### src/hw/gpc_consts.svh
`ifndef GPC_CONSTS_SVH
`define GPC_CONSTS_SVH

`define GPC_NPINS      20
`define GPC_BUS_PIN_A  4
`define GPC_BUS_PIN_B  5
`define GPC_CMP_PIN_A  17
`define GPC_CMP_PIN_B  18
`define GPC_ADC_PIN0   0
`define GPC_ADC_NSH    4
`define GPC_ADC_CH0    3'h2
`define GPC_PULL_RST   1'b1
`define GPC_DIR_RST    1'b0
`define GPC_OUT_RST    1'b0
`define GPC_OEN_OFF    1'b1
`define GPC_CLK_NS     40
`define GPC_FILT_NS    160
`define GPC_FILT_CYC   ((`GPC_FILT_NS / `GPC_CLK_NS) < 1 ? 1 : \
                        (`GPC_FILT_NS / `GPC_CLK_NS))

`endif

### src/hw/gpc_pkg.sv
package gpc_pkg;

   typedef enum logic [2:0]
   {
      GPC_RUN   = 3'b001,
      GPC_SLEEP = 3'b010,
      GPC_DEEP  = 3'b100
   } gpc_pwr_e;

endpackage : gpc_pkg

### src/hw/gpc_insync.sv
`timescale 1ns/1ps
`include "gpc_consts.svh"

// three-stage input synchroniser; a level is taken once stages two and
// three agree, and where the filter is on it must also hold for FILT cycles
module gpc_insync #(
   parameter int W    = 1,
   parameter int FILT = `GPC_FILT_CYC
) (
   input  wire logic         i_clk,
   input  wire logic         i_rstn,
   input  wire logic [W-1:0] i_async,
   input  wire logic [W-1:0] i_filt_en,
   output logic      [W-1:0] o_lvl
);
   localparam int CW = $clog2(FILT + 1);

   typedef struct packed {
      logic [W-1:0]         s1;
      logic [W-1:0]         s2;
      logic [W-1:0]         s3;
      logic [W-1:0]         lvl;
      logic [W-1:0][CW-1:0] cnt;
   } gpc_sync_s;

   gpc_sync_s st_q;
   gpc_sync_s st_d;

   always_comb
   begin
      st_d    = st_q;
      st_d.s1 = i_async;
      st_d.s2 = st_q.s1;
      st_d.s3 = st_q.s2;
      for (int i = 0; i < W; i++)
      begin
         if ((st_q.s2[i] != st_q.s3[i]) || (st_q.s3[i] == st_q.lvl[i]))
            st_d.cnt[i] = '0;
         else if (!i_filt_en[i])
            st_d.lvl[i] = st_q.s3[i];
         else if (st_q.cnt[i] >= CW'(FILT - 1))
         begin
            st_d.lvl[i] = st_q.s3[i];
            st_d.cnt[i] = '0;
         end
         else
            st_d.cnt[i] = st_q.cnt[i] + CW'(1);
      end
   end

   always_ff @(posedge i_clk)
   begin
      if (!i_rstn)
         st_q <= '0;
      else
         st_q <= st_d;
   end

   assign o_lvl = st_q.lvl;

endmodule : gpc_insync

### src/hw/gpc_top.sv
`timescale 1ns/1ps
`include "gpc_consts.svh"
// Operation
// - own-function pins are bidirectional, weak pull software can disable.
// - an enabled peripheral sets direction over the pin's own setting.
// - pull enable ignores function and direction; enabled after reset.
// - two bus pins have pin mode and open-drain bus mode with filter.
// - in reset peripherals are off and all pins are undriven inputs.
// - in sleep and deep sleep pins keep direction and level from entry.
// - an input pin with interrupt enabled wakes the chip on an event.
// - converter and comparator are off in reset, sleep and deep sleep, except the comparator stays on in sleep when its wake is enabled.
// - in sleep the comparator output may wake the chip when enabled.
// - converter reference is internal or external pin, chosen by software.
// - channels 2-5 share pins 0-3; comparator inputs share pins 17, 18.
module gpc_top #(
   parameter int N_PINS = `GPC_NPINS
) (
   input  wire logic              I_CORE_CLK,
   input  wire logic              I_RSTN,
   input  wire logic              I_CFG_WE,
   input  wire logic [N_PINS-1:0] I_CFG_DIR,
   input  wire logic [N_PINS-1:0] I_CFG_OUT,
   input  wire logic [N_PINS-1:0] I_CFG_PULL,
   input  wire logic [N_PINS-1:0] I_CFG_IRQ,
   input  wire logic              I_CFG_BUS_MODE,
   input  wire logic              I_CFG_VREF_EXT,
   input  wire logic              I_CFG_CMP_WAKE,
   input  wire logic [N_PINS-1:0] I_ALT_EN,
   input  wire logic [N_PINS-1:0] I_ALT_OE,
   input  wire logic [N_PINS-1:0] I_ALT_OUT,
   input  wire logic              I_ADC_EN,
   input  wire logic [2:0]        I_ADC_CH,
   input  wire logic              I_CMP_EN,
   input  wire logic              I_CMP_OUT,
   input  wire logic              I_SLEEP,
   input  wire logic              I_DEEP_SLEEP,
   input  wire logic [N_PINS-1:0] I_PAD_IN,
   output logic      [N_PINS-1:0] O_PAD_OUT,
   output logic      [N_PINS-1:0] O_PAD_OE_N,
   output logic      [N_PINS-1:0] O_PULL_EN,
   output logic      [N_PINS-1:0] O_ANA_SW,
   output logic      [1:0]        O_BUS_FILT_EN,
   output logic      [N_PINS-1:0] O_RD_DIR,
   output logic      [N_PINS-1:0] O_RD_OUT,
   output logic      [N_PINS-1:0] O_RD_PULL,
   output logic      [N_PINS-1:0] O_RD_IN,
   output logic                   O_PERIPH_ON,
   output logic                   O_ADC_PWR,
   output logic                   O_CMP_PWR,
   output logic                   O_VREF_EXT,
   output logic                   O_WAKE,
   output gpc_pkg::gpc_pwr_e      O_PWR_STATE
);
   import gpc_pkg::*;

   typedef struct packed {
      gpc_pwr_e          pwr;
      logic [N_PINS-1:0] dir;
      logic [N_PINS-1:0] out;
      logic [N_PINS-1:0] pull;
      logic [N_PINS-1:0] irq;
      logic [N_PINS-1:0] hold_dir;
      logic [N_PINS-1:0] hold_out;
      logic [N_PINS-1:0] pad_out;
      logic [N_PINS-1:0] pad_oe_n;
      logic [N_PINS-1:0] ana_sw;
      logic [N_PINS-1:0] in_prev;
      logic [1:0]        filt;
      logic              bus_mode;
      logic              vref_ext;
      logic              cmp_wake;
      logic              cmp_prev;
      logic              adc_pwr;
      logic              cmp_pwr;
      logic              periph_on;
      logic              wake;
   } gpc_top_s;

   gpc_top_s          st_q;
   gpc_top_s          st_d;
   logic [N_PINS-1:0] in_lvl;
   logic [N_PINS-1:0] filt_en;
   logic [0:0]        cmp_lvl;

   function automatic logic is_bus_pin(input int i);
      return (i == `GPC_BUS_PIN_A) || (i == `GPC_BUS_PIN_B);
   endfunction : is_bus_pin

   function automatic logic is_cmp_pin(input int i);
      return (i == `GPC_CMP_PIN_A) || (i == `GPC_CMP_PIN_B);
   endfunction : is_cmp_pin

   always_comb
   begin
      filt_en = '0;
      for (int i = 0; i < N_PINS; i++)
         filt_en[i] = is_bus_pin(i) & st_q.bus_mode;
   end

   gpc_insync #(
      .W    (N_PINS),
      .FILT (`GPC_FILT_CYC)
   ) u_pin_sync (
      .i_clk     (I_CORE_CLK),
      .i_rstn    (I_RSTN),
      .i_async   (I_PAD_IN),
      .i_filt_en (filt_en),
      .o_lvl     (in_lvl)
   );

   gpc_insync #(
      .W    (1),
      .FILT (`GPC_FILT_CYC)
   ) u_cmp_sync (
      .i_clk     (I_CORE_CLK),
      .i_rstn    (I_RSTN),
      .i_async   (I_CMP_OUT),
      .i_filt_en (1'b0),
      .o_lvl     (cmp_lvl)
   );

   always_comb
   begin
      logic              run;
      logic              drv_dir;
      logic              drv_out;
      logic [N_PINS-1:0] eff_dir;
      logic [N_PINS-1:0] eff_out;
      logic [N_PINS-1:0] pin_evt;
      run     = 1'b0;
      drv_dir = 1'b0;
      drv_out = 1'b0;
      eff_dir = '0;
      eff_out = '0;
      pin_evt = '0;
      st_d    = st_q;

      if (I_CFG_WE)
      begin
         st_d.dir      = I_CFG_DIR;
         st_d.out      = I_CFG_OUT;
         st_d.pull     = I_CFG_PULL;
         st_d.irq      = I_CFG_IRQ;
         st_d.bus_mode = I_CFG_BUS_MODE;
         st_d.vref_ext = I_CFG_VREF_EXT;
         st_d.cmp_wake = I_CFG_CMP_WAKE;
      end

      // deep sleep wins when both requests are up
      if (I_DEEP_SLEEP)
         st_d.pwr = GPC_DEEP;
      else if (I_SLEEP)
         st_d.pwr = GPC_SLEEP;
      else
         st_d.pwr = GPC_RUN;
      run = (st_d.pwr == GPC_RUN);

      for (int i = 0; i < N_PINS; i++)
      begin
         if (I_ALT_EN[i])
         begin
            drv_dir = I_ALT_OE[i];
            drv_out = I_ALT_OUT[i];
         end
         else
         begin
            drv_dir = st_q.dir[i];
            drv_out = st_q.out[i];
         end
         // bus mode never drives high: a one releases the line
         if (is_bus_pin(i) && st_q.bus_mode)
         begin
            eff_dir[i] = drv_dir & ~drv_out;
            eff_out[i] = 1'b0;
         end
         else
         begin
            eff_dir[i] = drv_dir;
            eff_out[i] = drv_out;
         end
      end

      // snapshot the pin drive on the cycle sleep begins
      if (!run && (st_q.pwr == GPC_RUN))
      begin
         st_d.hold_dir = eff_dir;
         st_d.hold_out = eff_out;
      end

      if (run)
      begin
         st_d.pad_oe_n = ~eff_dir;
         st_d.pad_out  = eff_out;
      end
      else
      begin
         st_d.pad_oe_n = ~st_d.hold_dir;
         st_d.pad_out  = st_d.hold_out;
      end

      st_d.periph_on = 1'b1;
      st_d.adc_pwr   = run & I_ADC_EN;
      // comparator survives plain sleep only to serve as a wake source
      st_d.cmp_pwr   = I_CMP_EN & (run | ((st_d.pwr == GPC_SLEEP)
                                          & st_q.cmp_wake));
      st_d.filt      = {filt_en[`GPC_BUS_PIN_B], filt_en[`GPC_BUS_PIN_A]};

      for (int k = 0; k < `GPC_ADC_NSH; k++)
         st_d.ana_sw[`GPC_ADC_PIN0 + k] = st_d.adc_pwr
            & (I_ADC_CH == (`GPC_ADC_CH0 + 3'(k)));
      for (int i = 0; i < N_PINS; i++)
         if (is_cmp_pin(i))
            st_d.ana_sw[i] = st_d.cmp_pwr;

      st_d.in_prev  = in_lvl;
      st_d.cmp_prev = cmp_lvl[0];
      pin_evt       = (in_lvl ^ st_q.in_prev) & st_q.irq & ~st_q.hold_dir;
      st_d.wake     = 1'b0;
      if (st_q.pwr != GPC_RUN)
         st_d.wake = (|pin_evt);
      if ((st_q.pwr == GPC_SLEEP) && st_q.cmp_wake && st_q.cmp_pwr
          && (cmp_lvl[0] != st_q.cmp_prev))
         st_d.wake = 1'b1;
   end

   always_ff @(posedge I_CORE_CLK)
   begin
      if (!I_RSTN)
      begin
         st_q           <= '0;
         st_q.pwr       <= GPC_RUN;
         st_q.dir       <= {N_PINS{`GPC_DIR_RST}};
         st_q.out       <= {N_PINS{`GPC_OUT_RST}};
         st_q.pull      <= {N_PINS{`GPC_PULL_RST}};
         st_q.pad_oe_n  <= {N_PINS{`GPC_OEN_OFF}};
         st_q.periph_on <= 1'b0;
         st_q.adc_pwr   <= 1'b0;
         st_q.cmp_pwr   <= 1'b0;
      end
      else
         st_q <= st_d;
   end

   assign O_PAD_OUT     = st_q.pad_out;
   assign O_PAD_OE_N    = st_q.pad_oe_n;
   assign O_PULL_EN     = st_q.pull;
   assign O_ANA_SW      = st_q.ana_sw;
   assign O_BUS_FILT_EN = st_q.filt;
   assign O_RD_DIR      = st_q.dir;
   assign O_RD_OUT      = st_q.out;
   assign O_RD_PULL     = st_q.pull;
   assign O_RD_IN       = in_lvl;
   assign O_PERIPH_ON   = st_q.periph_on;
   assign O_ADC_PWR     = st_q.adc_pwr;
   assign O_CMP_PWR     = st_q.cmp_pwr;
   assign O_VREF_EXT    = st_q.vref_ext;
   assign O_WAKE        = st_q.wake;
   assign O_PWR_STATE   = st_q.pwr;

endmodule : gpc_top

### config.mk
export PLATFORM = sky130hd
export DESIGN_NAME = gpc_top
export DESIGN_NICKNAME = d
export VERILOG_FILES = /design/src/hw/gpc_pkg.sv /design/src/hw/gpc_insync.sv /design/src/hw/gpc_top.sv
export VERILOG_INCLUDE_DIRS = /design/src /design/src/hw
export SDC_FILE = /design/constraint.sdc
export NUM_CORES = 1
export LEC_CHECK = 0
export BUFFER_PORTS_ARGS = -buffer_cell sky130_fd_sc_hd__clkbuf_2
export CAP_MARGIN = 20
export CORE_MARGIN = 10
export CORE_UTILIZATION = 52
export DETAILED_ROUTE_END_ITERATION = 16
export HOLD_SLACK_MARGIN = 0.02
export PLACE_DENSITY = 0.8
export SLEW_MARGIN = 5
export SYNTH_ARGS = -nofsm -noshare
export SYNTH_HDL_FRONTEND = slang
export SYNTH_SLANG_ARGS = --single-unit
### constraint.sdc
create_clock -name I_CORE_CLK -period 1.9 [get_ports I_CORE_CLK]
set_input_delay 0.19 -clock I_CORE_CLK [delete_from_list [all_inputs] [get_ports I_CORE_CLK]]
set_output_delay 0.19 -clock I_CORE_CLK [all_outputs]
set_load 0.005 [all_outputs]
After elaboration in Yosys (flattened, before gate mapping)
Cells that the tools add are included.

storage, ports and cells
  bits in registers = 287
  input port bits = 174
  word-level logic and storage cells = 216

operators by class
  add/sub/neg operators = 2
  magnitude comparators = 2
  equal/unequal tests = 54
  multiplexer cells = 57
  bitwise operators = 21
  reductions and logical operators = 31

operators with widths
  operator               number
  $mux W40               2
  $not A20 Y20           3
  $mux W1                50
  $and A20 B20 Y20       2
  $ne A1 B1 Y1           22
  $eq A1 B1 Y1           21
  $logic_or A1 B1 Y1     21
  $reduce_or A20 Y1      1
  $xor A20 B20 Y20       1
  $eq A3 B2 Y1 const B   4
  $and A1 B1 Y1          9
  $mux W3                3
  $add A3 B1 Y3 const B  2
  $eq A3 B1 Y1 const B   2
  $eq A3 B3 Y1 const B   2
  $ge A3 B2 Y1 const B   2
  $not A1 Y1             5
  $logic_and A1 B1 Y1    4
  $mux W2                2
  $ne A2 B1 Y1 const B   2
  $reduce_and A2 Y1      2
  $reduce_or A2 Y1       2
  $ne A3 B1 Y1 const B   1
  $logic_not A1 Y1       1
  $or A1 B1 Y1           1

Logic depth before layout (Yosys ltp)
  depth after elaboration = 8
  mapped depth = 7

Hierarchy
Synthesis repeated with hierarchy kept, for this count alone.

second synthesis, totals
  cells, all modules = 1551
  area, all modules = 15244.6 um^2

by module, submodules not included
  module                   times used  cells each  area an instance (um^2)
  gpc_top                  1           851         8740.9
  gpc_insync (u_pin_sync)  1           669         6185.9
  gpc_insync (u_cmp_sync)  1           31          317.8

Worst setup path before layout
No wires, ideal clock.

  path kind = reg2reg
  start = register st_q (netlist bit O_PWR_STATE[0])
  end = register st_q (netlist bit O_PAD_OE_N[4])
  data arrival time = 1.386 ns
  required time = 1.839 ns
  slack = 0.453 ns
  cell stages (with the launch flop) = 6
  buffers on the path = 1
  period minus slack after synthesis = 1.447 ns
  path through = dfxtp_1 -> or3b_4 -> o21ai_2 -> buf_6 -> mux2_2 -> nand2_1

between the ends
  longest elaborated chain between the ends = 5

RTL lines
  item                      line            source
  start: declaration        gpc_top.sv:79   gpc_top_s st_q;
  start signal: assignment  gpc_top.sv:241  st_q <= st_d;
  $eq A3 B1 Y1              gpc_top.sv:184  if (!run && (st_q.pwr == GPC_RUN))
  $logic_and A1 B1 Y1       gpc_top.sv:184
  $mux W40                  gpc_top.sv:184
  $not A20 Y20              gpc_top.sv:197  st_d.pad_oe_n = ~st_d.hold_dir;
  $mux W40                  gpc_top.sv:190  if (run)

No other way between the ends.
A chain may end at the register's enable or synchronous reset.

Worst setup path after layout
  start = input port I_ADC_CH[1]
  end = register st_q (netlist bit O_ANA_SW[2])

between the ends
  longest elaborated chain between the ends = 2

RTL lines
  item                line            source
  start: declaration  gpc_top.sv:32   input wire logic [2:0] I_ADC_CH,
  $eq A3 B3 Y1        gpc_top.sv:210  & (I_ADC_CH == (`GPC_ADC_CH0 + 3'(k)));
  $and A1 B1 Y1       gpc_top.sv:209  st_d.ana_sw[`GPC_ADC_PIN0 + k] = st_d.adc_pwr

No other way between the ends.

==> flow_metrics.tcl <==
set metrics [dict create \
    drt_iter0_drc 464 \
    post_drt_wl_per_cell_um 18.6 \
    syn_avg_cell_area_um2 10.2 \
    overflow 0 \
    rows 54 \
    grtUsageTotal_pct 20.9 \
    endpoint_kind "flop" \
    areaGrowthSynthToFinish_pct 24.7 \
    finClkSkew_ps 16.5 \
    die_w_um 170 \
    vias_per_cell 4.93 \
    dieArea_um2 28900 \
    max_freq_mhz 536 \
    drt-pass1-iter-count 7 \
    netlist_area_um2 11700 \
    p_per_area_nw_per_um2 924 \
    max-cap-violations 0 \
    final_common_cell "clkbuf_2" \
    slew_headroom_pct 65.5 \
    stdcell_count 1730 \
    p_int_mw 10.3 \
    cts.sinks 286 \
    rsz0062_at_grt "no" \
    gp_congestion 0.859 \
    critPathRequiredTime_ps 2370 \
    numCtsBuffers 28 \
    grt_max_degree 71 \
    timing.setup.tns_ps 0 \
    clock_path_buffers 3 \
    cts_resized 0 \
    first_global_vias 8606 \
    postCtsSetupRepairBufs 0 \
    place_hpwl_mm 22.4 \
    finalHoldViolations 0 \
    most-common-layout-cells "clkbuf_2, dfxtp_1, nand2_1" \
    drc 0 \
    clockPowerShare_pct 40.2 \
    routed-via-count 8536 \
    grt_pass1_wl_mm 48.1 \
    design.core.area_um2 22000 \
    io_pins 344 \
    clkSlewWorstSetupHoldPaths_ps 60 \
    synthCells 1143 \
    tightest_slew_ps 503 \
    fin_nets 1607 \
    min_path_type "primary input to flop" \
    worstSetupPathType "primary input to flop" \
    run_status "complete, no violations" \
    antenna_found_initial 0 \
    yosysWarnings 0 \
    numPortBuffers 329 \
    clkLatencyLatePin_ps 540 \
    drv_slew 0 \
    power_frac_seq_pct 48.4 \
    cts-root-buf "clkbuf_16" \
    p_leak_nw 7.11 \
    vdd_ir_drop_max_mv 0.833 \
    synth-edff-count 0 \
    dp.cells 1557 \
    crit_fanout 2 \
    ctsHoldBuffers 122 \
    ys_ff_latch 286 \
    die-height_um 170 \
    layout_min_cycle_time_ps 1870 \
    cts_tree "built" \
    fin_crit_sh_pct 98.2 \
    layout-drive-gt1-share_pct 27.4 \
    totalWireLength_mm 32.3 \
    seq_area_frac_synth_pct 49.0 \
    start_util_pct 53.2 \
    setup_violations 0 \
    antennaDiodeCount 0 \
    switching_share_pct 23.9 \
    worstPathArrival_ps 2340 \
    critPathLaunchType "primary input" \
    ys_async_sr_fraction_pct 0 \
    switchingPower_mw 3.21 \
    p_comb_share_pct 11.3 \
    htree_levels 1 \
    synth_ff_type "dfxtp_1" \
    ys_types 34 \
    postRouteAntennaNets 0 \
]
[state kept, by name, summed over array words and instances (netlist names)]
signal	flops
filt_en	1
O_PULL_EN	20
u_pin_sync.o_lvl	20
O_ADC_PWR	1
O_PWR_STATE	3
u_pin_sync.st_d	40
O_WAKE	1
st_q	82
O_PAD_OE_N	20
O_PAD_OUT	20
O_VREF_EXT	1
O_RD_OUT	20
u_cmp_sync.st_d	2
u_cmp_sync.o_lvl	1
O_RD_DIR	20
u_cmp_sync.st_q	1
O_PERIPH_ON	1
O_ANA_SW	5
O_BUS_FILT_EN	1
u_pin_sync.st_q	26
[through the flow]
step           util, %  cell area [µm²]  hold slack [ps]  worst slack, ps  power, mW
2_1_floorplan        -            11700              218              453       7.57
6_report          66.3            14600             33.5             33.5       13.5
3_3_place_gp      56.6            12400              392              275       7.91
3_5_place_dp      56.6            12400              394              259       7.95
4_1_cts           66.3            14600             21.4              137       13.6
5_1_grt           66.3            14600             58.2             11.2       14.0
[power groups by stage]
stage | Combinational, mW | Clock (mW) | Sequential [mW]
2_1_floorplan | 1.01 | 0 | 6.57
4_1_cts | 1.51 | 5.54 | 6.52
6_report | 1.53 | 5.42 | 6.52
3_5_place_dp | 1.30 | 0 | 6.65
5_1_grt | 1.66 | 5.74 | 6.56
3_3_place_gp | 1.28 | 0 | 6.63
[worst max-delay path, stage by stage]
cell and delay, ps:
dlygate4sd3_1 550, clkbuf_2 110, nand2b_1 120, dlygate4sd3_1 570, nor3_1 180, dlygate4sd3_1 610
[per-layer routing]
metal / up-vias / GRT usage, % / part of all wire (%)
met5: - / 0 / 0
met4: 0 / 7.40 / 3.4
met3: 61 / 6.94 / 8.7
met2: 323 / 36.3 / 49
met1: 3946 / 23.4 / 39
li1: 4206 / - / -
[cell usage after synthesis (20+ instances only)]
library cell / count / area (µm²)
xnor2_1: 21 / 184
nor3b_1: 20 / 150
and2_1: 88 / 551
dfxtp_1: 286 / 5730
nand2_1: 127 / 477
buf_4: 172 / 1290
clkbuf_1: 32 / 120
mux2i_1: 125 / 1250
o211a_1: 55 / 551
a21boi_0: 23 / 173
o21ai_0: 27 / 135
nor2b_1: 67 / 419
[cell families (layout without fill, tap and decap cells)]
family / Yosys count / in the layout / synth area share, %
and+or+nand+nor: 339 / 339 / 15.3
DFF: 286 / 286 / 49.0
buffers and inverters: 227 / 521 / 13.3
AOI/OAI and AO/OA: 136 / 136 / 9.18
muxes: 129 / 129 / 11.1
xor gates and xnor gates: 21 / 21 / 1.57
adders and majority gates: 4 / 4 / 0.429
other: 1 / 14 / 0.0321
[final cells by class]
| class | instances | area, µm² |
|---|---|---|
| fillers | 1617 | 7390 |
| flip-flops and latches | 286 | 5730 |
| multi-input cells | 643 | 4450 |
| repair buffers | 465 | 3090 |
| clock buffers | 42 | 863 |
| well taps | 280 | 350 |
| clock inverters | 9 | 61.3 |
| inverters | 5 | 18.8 |
[worst paths after layout]
kind | from | to | slack, ps | cells past startpoint
setup / recovery | I_ADC_CH[1] | O_ANA_SW[2]$_SDFF_PN0_ | 30 | 6
hold reg to reg | u_pin_sync.st_d[114]$_SDFF_PN0_ | u_pin_sync.st_d[94]$_SDFF_PN0_ | 430 | 1
setup reg to reg | O_PWR_STATE[0]$_SDFF_PN1_ | st_q[105]$_SDFF_PN0_ | 250 | 5
hold / removal | I_RSTN | O_PULL_EN[12]$_SDFFE_PN1P_ | 30 | 2
Power figures use the tool's default switching activity.
